`src/qsc_consts.svh`:
```
// constants for the quad channel converter serial control block
`ifndef QSC_CONSTS_SVH
`define QSC_CONSTS_SVH
`define QSC_CONV_CLOCKS    5'd16   // serial clocks per conversion
`define QSC_TRACK_LAST     5'd3    // last clock spent tracking
`define QSC_HOLD_FIRST     5'd4    // falling edge that enters hold
`define QSC_MSB_CLOCK      5'd5    // falling edge that drives the result msb
`define QSC_LSB_CLOCK      5'd14   // falling edge that drives the result lsb
`define QSC_CTL_BITS       5'd8    // rising edges that sample the control line
`define QSC_SEL_HI         4       // upper channel select field bit
`define QSC_SEL_LO         3       // lower channel select field bit
`define QSC_CTL_RESET      8'h00   // control word after reset
`define QSC_CHAN_DEFAULT   2'h0    // input one
`define QSC_RES_W          10      // result width
`endif

```
`src/qsc_pkg.sv`:
```
// types shared by the serial control block
package qsc_pkg;
	// conversion phase as seen by the analog core
	typedef enum logic [1:0] {
		QSC_OFF,    // chip select high, fully powered down
		QSC_TRACK,  // input connected to sampling capacitor
		QSC_HOLD,   // successive approximation running
		QSC_NAP     // automatic power down between conversions
	} qsc_phase_t;
endpackage : qsc_pkg

```
`src/qsc_pins_if.sv`:
```
// carrier for the synchronised serial pins
`timescale 1ns/100ps
`default_nettype none
interface qsc_pins_if;
	logic cs_n_s;  // chip select, synchronised, active low
	logic sclk_s;  // serial clock, synchronised
	logic din_s;   // control input, synchronised
	modport sync (output cs_n_s, output sclk_s, output din_s);
	modport core (input cs_n_s, input sclk_s, input din_s);
endinterface : qsc_pins_if
`default_nettype wire

```
`src/qsc_pin_sync.sv`:
```
// two flip-flop synchronisers for the serial pins
`timescale 1ns/100ps
`default_nettype none
module qsc_pin_sync (
	input  wire logic  clk,     // system clock
	input  wire logic  arst_n,  // async reset, active low
	input  wire logic  cs_n,    // chip select pin
	input  wire logic  sclk,    // serial clock pin
	input  wire logic  din,     // control input pin
	qsc_pins_if.sync   pins     // synchronised pins
);
	logic [2:0] meta_r;  // first stage, read only by second stage
	logic [2:0] sync_r;  // second stage

	// chip select resets high so the block starts powered down
	always_ff @(posedge clk or negedge arst_n) begin
		if (!arst_n) begin
			meta_r <= 3'h4;
			sync_r <= 3'h4;
		end else begin
			meta_r <= {cs_n, sclk, din};
			sync_r <= meta_r;
		end
	end

	assign pins.cs_n_s = sync_r[2];
	assign pins.sclk_s = sync_r[1];
	assign pins.din_s  = sync_r[0];
endmodule : qsc_pin_sync
`default_nettype wire

```
`src/qsc_serial_ctrl.sv`:
```
// serial control of the quad channel converter
//
// Behaviour
// bits 7-6 and 2-0 are ignored
// bits 4-3 select next conversion's channel
// bit 5 ignored; bits 4:3 pick input
// result is 10-bit straight binary
// active while chip select low, else off
// nap after 16th fall until next 1st
// sixteen clocks per conversion, back to back
// keep converting while chip select low
// host keeps serial clock at most 16 MHz
// first 8 rising edges sample control, msb first
// output released while chip select high
// track three clocks; result msb from clock 5
// no dummy conversion; first uses input one
// zeros on non-result bit positions
`timescale 1ns/100ps
`default_nettype none
`include "qsc_consts.svh"
module qsc_serial_ctrl (
	input  wire logic                  clk,            // 10 MHz system clock
	input  wire logic                  arst_n,         // async reset, active low
	input  wire logic                  cs_n,           // chip select pin, active low
	input  wire logic                  sclk,           // serial clock pin
	input  wire logic                  din,            // control input pin
	input  wire logic [`QSC_RES_W-1:0] conv_code,      // code from the approximation core
	output logic                       dout,           // serial result out
	output logic                       dout_oe,        // result pin driven when high
	output logic [1:0]                 chan_sel,       // analog mux select, 0 is input one
	output logic                       track,          // sampling switch closed
	output logic                       power_down,     // analog core powered down
	output logic [7:0]                 ctl_word,       // last full control word
	output logic [`QSC_RES_W-1:0]      result          // last sampled result code
);
	qsc_pins_if pins ();  // synchronised pins

	qsc_pin_sync u_sync (
		.clk    (clk),
		.arst_n (arst_n),
		.cs_n   (cs_n),
		.sclk   (sclk),
		.din    (din),
		.pins   (pins)
	);

	logic                  sclk_d_r;        // previous serial clock level
	logic                  cs_n_d_r;        // previous chip select level
	logic [4:0]            fall_cnt_r;      // falling edges in this conversion
	logic [4:0]            rise_cnt_r;      // rising edges in this conversion
	logic [7:0]            shift_r;         // control word being shifted in
	logic [1:0]            pend_chan_r;     // channel for the next conversion
	qsc_pkg::qsc_phase_t   phase_r;         // analog phase
	qsc_pkg::qsc_phase_t   phase_nxt;       // analog phase after this cycle
	logic                  track_r;         // sampling switch, registered
	logic                  power_down_r;    // core power down, registered
	logic [`QSC_RES_W-1:0] result_r;        // held conversion result
	logic                  dout_r;          // result line level
	logic                  dout_oe_r;       // result line enable
	logic [1:0]            chan_r;          // applied channel
	logic [7:0]            ctl_r;           // last complete control word

	logic frame;      // chip select low
	logic cs_fall;    // frame opens this cycle
	logic sclk_fall;  // serial clock fell inside a frame
	logic sclk_rise;  // serial clock rose inside a frame
	logic fall_ev;    // internal falling edge, including the one a frame opens with
	logic conv_start; // falling edge that opens a conversion
	logic [4:0] fall_nxt;  // falling count after this event

	// detection: gate the serial clock off outside a frame
	assign frame      = ~pins.cs_n_s;
	assign cs_fall    = cs_n_d_r & ~pins.cs_n_s;
	assign sclk_fall  = frame & sclk_d_r & ~pins.sclk_s;
	assign sclk_rise  = frame & ~sclk_d_r & pins.sclk_s;
	// a frame opened with the clock already low counts as the first fall
	assign fall_ev    = (sclk_fall & ~cs_fall) | (cs_fall & ~pins.sclk_s);
	// after the 16th fall the next fall opens a fresh conversion
	assign conv_start = fall_ev & ((fall_cnt_r == 5'd0) ||
		(fall_cnt_r == `QSC_CONV_CLOCKS));
	assign fall_nxt   = conv_start ? 5'd1 : fall_cnt_r + 5'd1;

	// edge history
	always_ff @(posedge clk or negedge arst_n) begin
		if (!arst_n) begin
			sclk_d_r <= 1'b0;
			cs_n_d_r <= 1'b1;
		end else begin
			sclk_d_r <= pins.sclk_s;
			cs_n_d_r <= pins.cs_n_s;
		end
	end

	// falling edge counter, cleared whenever the frame closes
	always_ff @(posedge clk or negedge arst_n) begin
		if (!arst_n) begin
			fall_cnt_r <= 5'd0;
		end else if (!frame) begin
			fall_cnt_r <= 5'd0;
		end else if (fall_ev) begin
			fall_cnt_r <= fall_nxt;
		end
	end

	// rising edge counter, restarted by each conversion's first fall
	always_ff @(posedge clk or negedge arst_n) begin
		if (!arst_n) begin
			rise_cnt_r <= 5'd0;
		end else if (!frame || conv_start) begin
			rise_cnt_r <= 5'd0;
		end else if (sclk_rise && rise_cnt_r != `QSC_CONV_CLOCKS) begin
			rise_cnt_r <= rise_cnt_r + 5'd1;
		end
	end

	// control word shift, msb first, only on the first eight rises
	always_ff @(posedge clk or negedge arst_n) begin
		if (!arst_n) begin
			shift_r <= `QSC_CTL_RESET;
			ctl_r   <= `QSC_CTL_RESET;
		end else if (sclk_rise && fall_cnt_r != 5'd0 && rise_cnt_r < `QSC_CTL_BITS) begin
			shift_r <= {shift_r[6:0], pins.din_s};
			if (rise_cnt_r == `QSC_CTL_BITS - 5'd1) begin
				ctl_r <= {shift_r[6:0], pins.din_s};
			end
		end
	end

	// pending channel: only bits 4:3 matter, the rest never reach it
	always_ff @(posedge clk or negedge arst_n) begin
		if (!arst_n) begin
			pend_chan_r <= `QSC_CHAN_DEFAULT;
		end else if (sclk_rise && fall_cnt_r != 5'd0 &&
			rise_cnt_r == `QSC_CTL_BITS - 5'd1) begin
			pend_chan_r <= shift_r[`QSC_SEL_HI-1:`QSC_SEL_LO-1];
		end
	end

	// channel changes only when a new track phase opens
	always_ff @(posedge clk or negedge arst_n) begin
		if (!arst_n) begin
			chan_r <= `QSC_CHAN_DEFAULT;
		end else if (conv_start) begin
			chan_r <= pend_chan_r;
		end
	end

	// next phase: track for three clocks, hold for twelve, then nap
	always_comb begin
		phase_nxt = phase_r;
		if (!frame) begin
			phase_nxt = qsc_pkg::QSC_OFF;
		end else if (fall_ev) begin
			case (fall_nxt)
				5'd1, 5'd2, 5'd3: phase_nxt = qsc_pkg::QSC_TRACK;
				`QSC_CONV_CLOCKS: phase_nxt = qsc_pkg::QSC_NAP;
				default:          phase_nxt = qsc_pkg::QSC_HOLD;
			endcase
		end
	end

	// analog phase register
	always_ff @(posedge clk or negedge arst_n) begin
		if (!arst_n) begin
			phase_r <= qsc_pkg::QSC_OFF;
		end else begin
			phase_r <= phase_nxt;
		end
	end

	// controls decoded ahead of the flop, so the analog pins never glitch
	always_ff @(posedge clk or negedge arst_n) begin
		if (!arst_n) begin
			track_r      <= 1'b0;
			power_down_r <= 1'b1;
		end else begin
			track_r      <= (phase_nxt == qsc_pkg::QSC_TRACK);
			power_down_r <= (phase_nxt == qsc_pkg::QSC_OFF) ||
				(phase_nxt == qsc_pkg::QSC_NAP);
		end
	end

	// result capture at entry to hold; code passes through unchanged
	always_ff @(posedge clk or negedge arst_n) begin
		if (!arst_n) begin
			result_r <= '0;
		end else if (fall_ev && !conv_start && fall_nxt == `QSC_HOLD_FIRST) begin
			result_r <= conv_code;
		end
	end

	// serial output changes on falls; msb goes out at the 5th fall so the
	// host takes it at the 5th rise, from the code held since hold entry
	always_ff @(posedge clk or negedge arst_n) begin
		if (!arst_n) begin
			dout_r <= 1'b0;
		end else if (!frame) begin
			dout_r <= 1'b0;
		end else if (fall_ev) begin
			if (conv_start) begin
				dout_r <= 1'b0;
			end else if (fall_nxt >= `QSC_MSB_CLOCK && fall_nxt <= `QSC_LSB_CLOCK) begin
				dout_r <= result_r[4'(`QSC_LSB_CLOCK - fall_nxt)];
			end else begin
				dout_r <= 1'b0;
			end
		end
	end

	// output enable follows chip select alone
	always_ff @(posedge clk or negedge arst_n) begin
		if (!arst_n) begin
			dout_oe_r <= 1'b0;
		end else begin
			dout_oe_r <= frame;
		end
	end

	// the host's clock limit is its own; at 10 MHz sampling a 16 MHz
	// serial clock would alias, so edges are only seen below ~5 MHz
	assign dout       = dout_r;
	assign dout_oe    = dout_oe_r;
	assign chan_sel   = chan_r;
	assign ctl_word   = ctl_r;
	assign result     = result_r;
	assign track      = track_r;
	assign power_down = power_down_r;
endmodule : qsc_serial_ctrl
`default_nettype wire

```
`config.mk`:
```
export PLATFORM = sky130hd
export DESIGN_NAME = qsc_serial_ctrl
export DESIGN_NICKNAME = d
export VERILOG_FILES = /design/src/qsc_pkg.sv /design/src/qsc_pins_if.sv /design/src/qsc_pin_sync.sv /design/src/qsc_serial_ctrl.sv
export VERILOG_INCLUDE_DIRS = /design/src
export SDC_FILE = /design/constraint.sdc
export NUM_CORES = 1
export LEC_CHECK = 0
export CORE_ASPECT_RATIO = 0.75
export CORE_MARGIN = 3
export CORE_UTILIZATION = 65
export CTS_CLUSTER_DIAMETER = 120
export DETAILED_ROUTE_END_ITERATION = 8
export DONT_BUFFER_PORTS = 1
export GPL_TIMING_DRIVEN = 0
export PLACE_DENSITY = 0.77
export SETUP_SLACK_MARGIN = 0.1
export SKIP_CTS_REPAIR_TIMING = 1
export SYNTH_ARGS = -nofsm -noshare
export SYNTH_HDL_FRONTEND = slang
export SYNTH_SLANG_ARGS = --single-unit
```
`constraint.sdc`:
```
create_clock -name clk -period 5.3 [get_ports clk]
set_input_delay 0.795 -clock clk [delete_from_list [all_inputs] [get_ports clk]]
set_output_delay 0.795 -clock clk [all_outputs]
set_load 0.1 [all_outputs]
```
-- After elaboration in Yosys (flattened, before gate mapping)
Cells that the tools add are included.
- add/subtract/negate cells: 3
- magnitude comparators: 4
- equality and inequality tests: 10
- multiplexer cells: 14
- bitwise gates (word level): 13
- reductions and logical operators: 18
- operators with widths (kind ; number):
    $mux 5 ; 5
    $add 5x1->5 const B ; 2
    $eq 5x2->1 const B ; 2
    $eq 5x3->1 const B ; 2
    $eq 5x5->1 const B ; 2
    $and 1x1->1 ; 8
    $logic_and 1x1->1 ; 7
    $eq 5x1->1 const B ; 1
    $ge 5x3->1 const B ; 1
    $le 5x4->1 const B ; 1
    $logic_not 5->1 ; 1
    $lt 4x5->1 const B ; 1
    $lt 5x4->1 const B ; 1
    $mux 1 ; 5
    $ne 5x5->1 const B ; 1
    $reduce_bool 5->1 ; 1
    $bmux 1 s4 ; 1
    $mux 2 ; 2
    $not 1->1 ; 4
    $pmux 2 s2 ; 1
    $reduce_bool 2->1 ; 2
    $sub 4x4->4 const A ; 1
    $logic_or 1x1->1 ; 3
    $reduce_or 3->1 ; 1
    6 further kinds ; 6
- register bits after elaboration: 53
- input port bits: 15
- output and inout port bits: 24
- word-level logic and storage cells: 78

-- Longest topological paths before layout
- depth in word-level cells: 14
- depth in mapped cells: 14
- depth with buffers taken out: 12

-- Modules after synthesis
A second synthesis with hierarchy kept.
- cells, all modules: 211
- area, all modules: 2573.7 um^2
- by module, submodules not included (module ; times used ; cells an instance ; area each (um^2) ; sequential area each (um^2)):
    qsc_serial_ctrl ; 1 ; 205 ; 2421.1 ; 1178.6
    qsc_pin_sync ; 1 ; 6 ; 152.6 ; 152.6

-- Least setup slack after synthesis
Ideal clock, no wire load.
- path kind: reg-to-reg
- from: reg fall_cnt_r[0]
- to: reg dout_r (netlist: dout)
- setup time: 0.120 ns
- data arrival time: 3.082 ns
- required time: 5.180 ns
- slack: 2.098 ns
- stages on the path, launching flop included: 15
- buffers on the path: 2
- period minus slack after synthesis: 3.202 ns
- cells stage by stage: dfrtp_1 > buf_2 > inv_1 > ha_1 > nor3b_1 > nand3_1 > nand2_1 > inv_1 > ha_1 > buf_2 > xnor2_1 > mux2_1 > or3_1 > and4b_1 > a31o_1
- longest elaborated chain between the ends: 11
- elaborated cells between the ends (all ways): 16
- those cells by class: 2 x add/sub; 2 x order compare; 1 x eq/ne; 7 x mux; 1 x bitwise; 3 x reduce/logical
- RTL lines (item ; line ; RTL):
    from (decl) ; qsc_serial_ctrl.sv:49 ; logic [4:0] fall_cnt_r;
    from (signal assigned) ; qsc_serial_ctrl.sv:101 ; fall_cnt_r <= fall_nxt;
    parallel branches: the longest is 8 deep, another holds $add 5x1->5 ; -- ;
    $mux 1 * ; qsc_serial_ctrl.sv:200 ; if (conv_start) begin
    $mux 1 * ; qsc_serial_ctrl.sv:199 ; end else if (fall_ev) begin
    $mux 1 * ; qsc_serial_ctrl.sv:197 ; end else if (!frame) begin
    to (signal assigned) ; qsc_serial_ctrl.sv:203 ; dout_r <= result_r[4'(`QSC_LSB_CLOCK - fall_nxt)];
    to (decl) ; qsc_serial_ctrl.sv:58 ; logic dout_r;
Every way passes the cells marked *. The select of a mux whose other input is x is not followed.
A chain may end at the register's enable or synchronous reset.

-- Worst setup path after layout
Ends and elaborated chain as after synthesis.

==> flow_summary.toml <==
[status]
status = "finished, final reports clean"

[placement]
dpl.hpwl_microns = 3040
place_congestion = 0.836
dpl-instance-area_sq_um = 2480
port_buffers = 0
dp.cells = 250

[timing]
fin_setup_tns_ps = 0
min_period_ps = 3660
finalHoldViolCount = 0
hold_slack_ps = 177
tightestPinTransition_ps = 939
setup_viol = 0
skew_ps = 5.00
fmax_mhz = 274
drv_slew = 0
fin_crit_sh_pct = 69.0
rsz0062_at_grt = "false"
slew_headroom_pct = 37.4

[logic_synthesis]
syn_nets = 225
async_flop_share_pct = 100
ys_seq_area_share_pct = 55.1
yosys-top-cells-area = "dfrtp_1 (51%), mux2_2 (13%), ha_1 (5.2%)"
synthCells = 200
synth_top_cell_area_share_pct = 50.7
synth_edf_count = 0
netlist_area_sq_um = 2420
synthTopCellsByCount = "dfrtp_1 (49), mux2_2 (27), nand2_1 (13)"
synth_top_area_cell = "dfrtp_1"
synth-seq-cells = 53
yosysUniqueCellTypes = 39
synth-main-ff-cell = "dfrtp_1"
syn_avg_cell_area_sq_um = 12.1
yosys_warnings = 0
synth_most_common_cell = "dfrtp_1"

[floorplanning]
io-pin-count = 39
start_util_pct = 70.6
core_area_sq_um = 3420
die_w_microns = 76.4
die-height_microns = 58.8
dieArea_sq_um = 4490
fp-row-count = 18

[final_layout]
fillers = 229
design_area_sq_um = 2570
area_delta_synth_final_pct = 6.26
seq_area_sq_um = 1330
drive_gt1_share_pct = 22.6
utilization_pct = 75.0
multi_input_area_sq_um = 1020
n_antenna_cell = 0
fin_nets = 232
final_cells = 258

[routing]
vias_per_cell = 5.86
drc = 0
wirelength_microns = 4190
wl_per_cell_microns = 16.2
dr_total_vias = 1512
antenna_left = 0
drtPass1Iterations = 4
drt_iter0_markers = 126

[power_and_ir_drop]
p_leak_uw = 0.00125
peakVddDrop_v = 0.000233
power_density_nw_per_um2 = 294

[critical_path]
crit_type = "reg2reg"
arrival_ps = 3850
cp-start-kind = "flip-flop"
required_ps = 5490
r2r_end = "dout"
ff2ff_setup_slack_ps = 1640
crit_fanout = 9
critPathCaptureType = "flip-flop"
worstReg2RegStart = "fall_cnt_r[0]"
r2r_cells = 14

[global_route]
track_usage_pct = 19.9
grt_pass1_vias = 1519
antenna_found_initial = 0
grt_start_max_net_pins = 54
grt_first_pass_wirelength_microns = 6880
grt_overflow = 0

[clocking]
numCtsBuffers = 5
clockBufferDepth = 2
htreeDepth = 2
clockRootBuffer = "clkbuf_8"
clock_latency_ps = 300
cts_tree = "yes"
clock_sinks = 53
path_clk_slew_ps = 90

[worst_hold_path]
worstHoldPathType = "in2async"

[run]
max_cap_violations = 0
-- through the flow --
step | power [uW] | setup WS [ps]
final | 756 | 1640
after global routing | 794 | 1320
after CTS | 763 | 1680
after detailed placement | 544 | 1720
after global placement | 539 | 1730
after floorplan | 527 | 2100
-- where the power goes --
part	switching, uW	internal (uW)
Sequential	41.3	427
Clock	124	94.0
Combinational	40.1	29.9
-- state kept, by name, indices dropped and copies added (netlist names), 2 cells and up --
signal,cells
result,10
ctl_word,8
rise_cnt_r,5
shift_r,7
pend_chan_r,2
u_sync.sync_r,3
u_sync.meta_r,3
chan_sel,2
phase_r,2
fall_cnt_r,5
-- cell families after synthesis --
logic type	Yosys count	share of synthesized area [%]
compound gates	21	6.11
flops	53	55.1
simple gates	56	11.8
buf+inv	17	2.85
mux	33	15.1
xor+xnor	10	3.93
fa+ha+maj	10	5.18
-- final cells by class --
class / instances / area share, %
Clock inverter: 2 / 0.633
Sequential cell: 53 / 51.8
Buffer: 6 / 1.07
Tap cell: 50 / 2.44
Inverter: 11 / 1.61
Multi-Input combinational cell: 130 / 39.6
Clock buffer: 6 / 2.83
-- worst max-delay path by stage --
stage / startpoint / end / slack, ps
floorplan: fall_cnt_r[0] / dout / 2100
global placement: fall_cnt_r[0] / dout / 1730
detailed placement: fall_cnt_r[0] / dout / 1720
CTS: fall_cnt_r[0] / dout / 1680
global route: fall_cnt_r[0] / dout / 1320
finish: fall_cnt_r[0] / dout / 1640
-- cell usage in the layout, fill, tap and decap left out, types with 2 or more instances in the layout --
cell type / n
a21oi_1: 3
a31o_2: 2
a31oi_1: 2
and3_1: 2
buf_2: 4
clkbuf_1: 3
clkbuf_8: 5
dfrtp_1: 49
dfstp_2: 4
ha_1: 10
inv_1: 10
mux2_2: 27
mux2i_1: 5
nand2_1: 13
nand3_1: 12
nand4_1: 4
nor2_1: 7
nor3_1: 10
o21ai_0: 5
or3_1: 2
xnor2_1: 4
xor2_1: 5
-- layer usage --
layer  track usage (%)  wire [microns]  vias to the layer above
li1                  -               -                      724
met1              24.7            1860                      727
met2              34.4            2030                       54
met3              4.89             254                        7
met4              7.75              50                        0
met5                 0               0                        -
-- critical path, cell delays in order (launching register included) --
cell     delay (ps)
dfrtp_1         390
buf_2           180
inv_1           110
ha_1            180
nor3b_1         370
nand3_1         340
nand2_1         230
inv_1           100
ha_1            180
buf_2           160
xnor2_1         280
mux2_1          350
or3_1           300
and4b_1         210
a31o_1          170
Note: power is estimated with default switching activity, not from simulation.
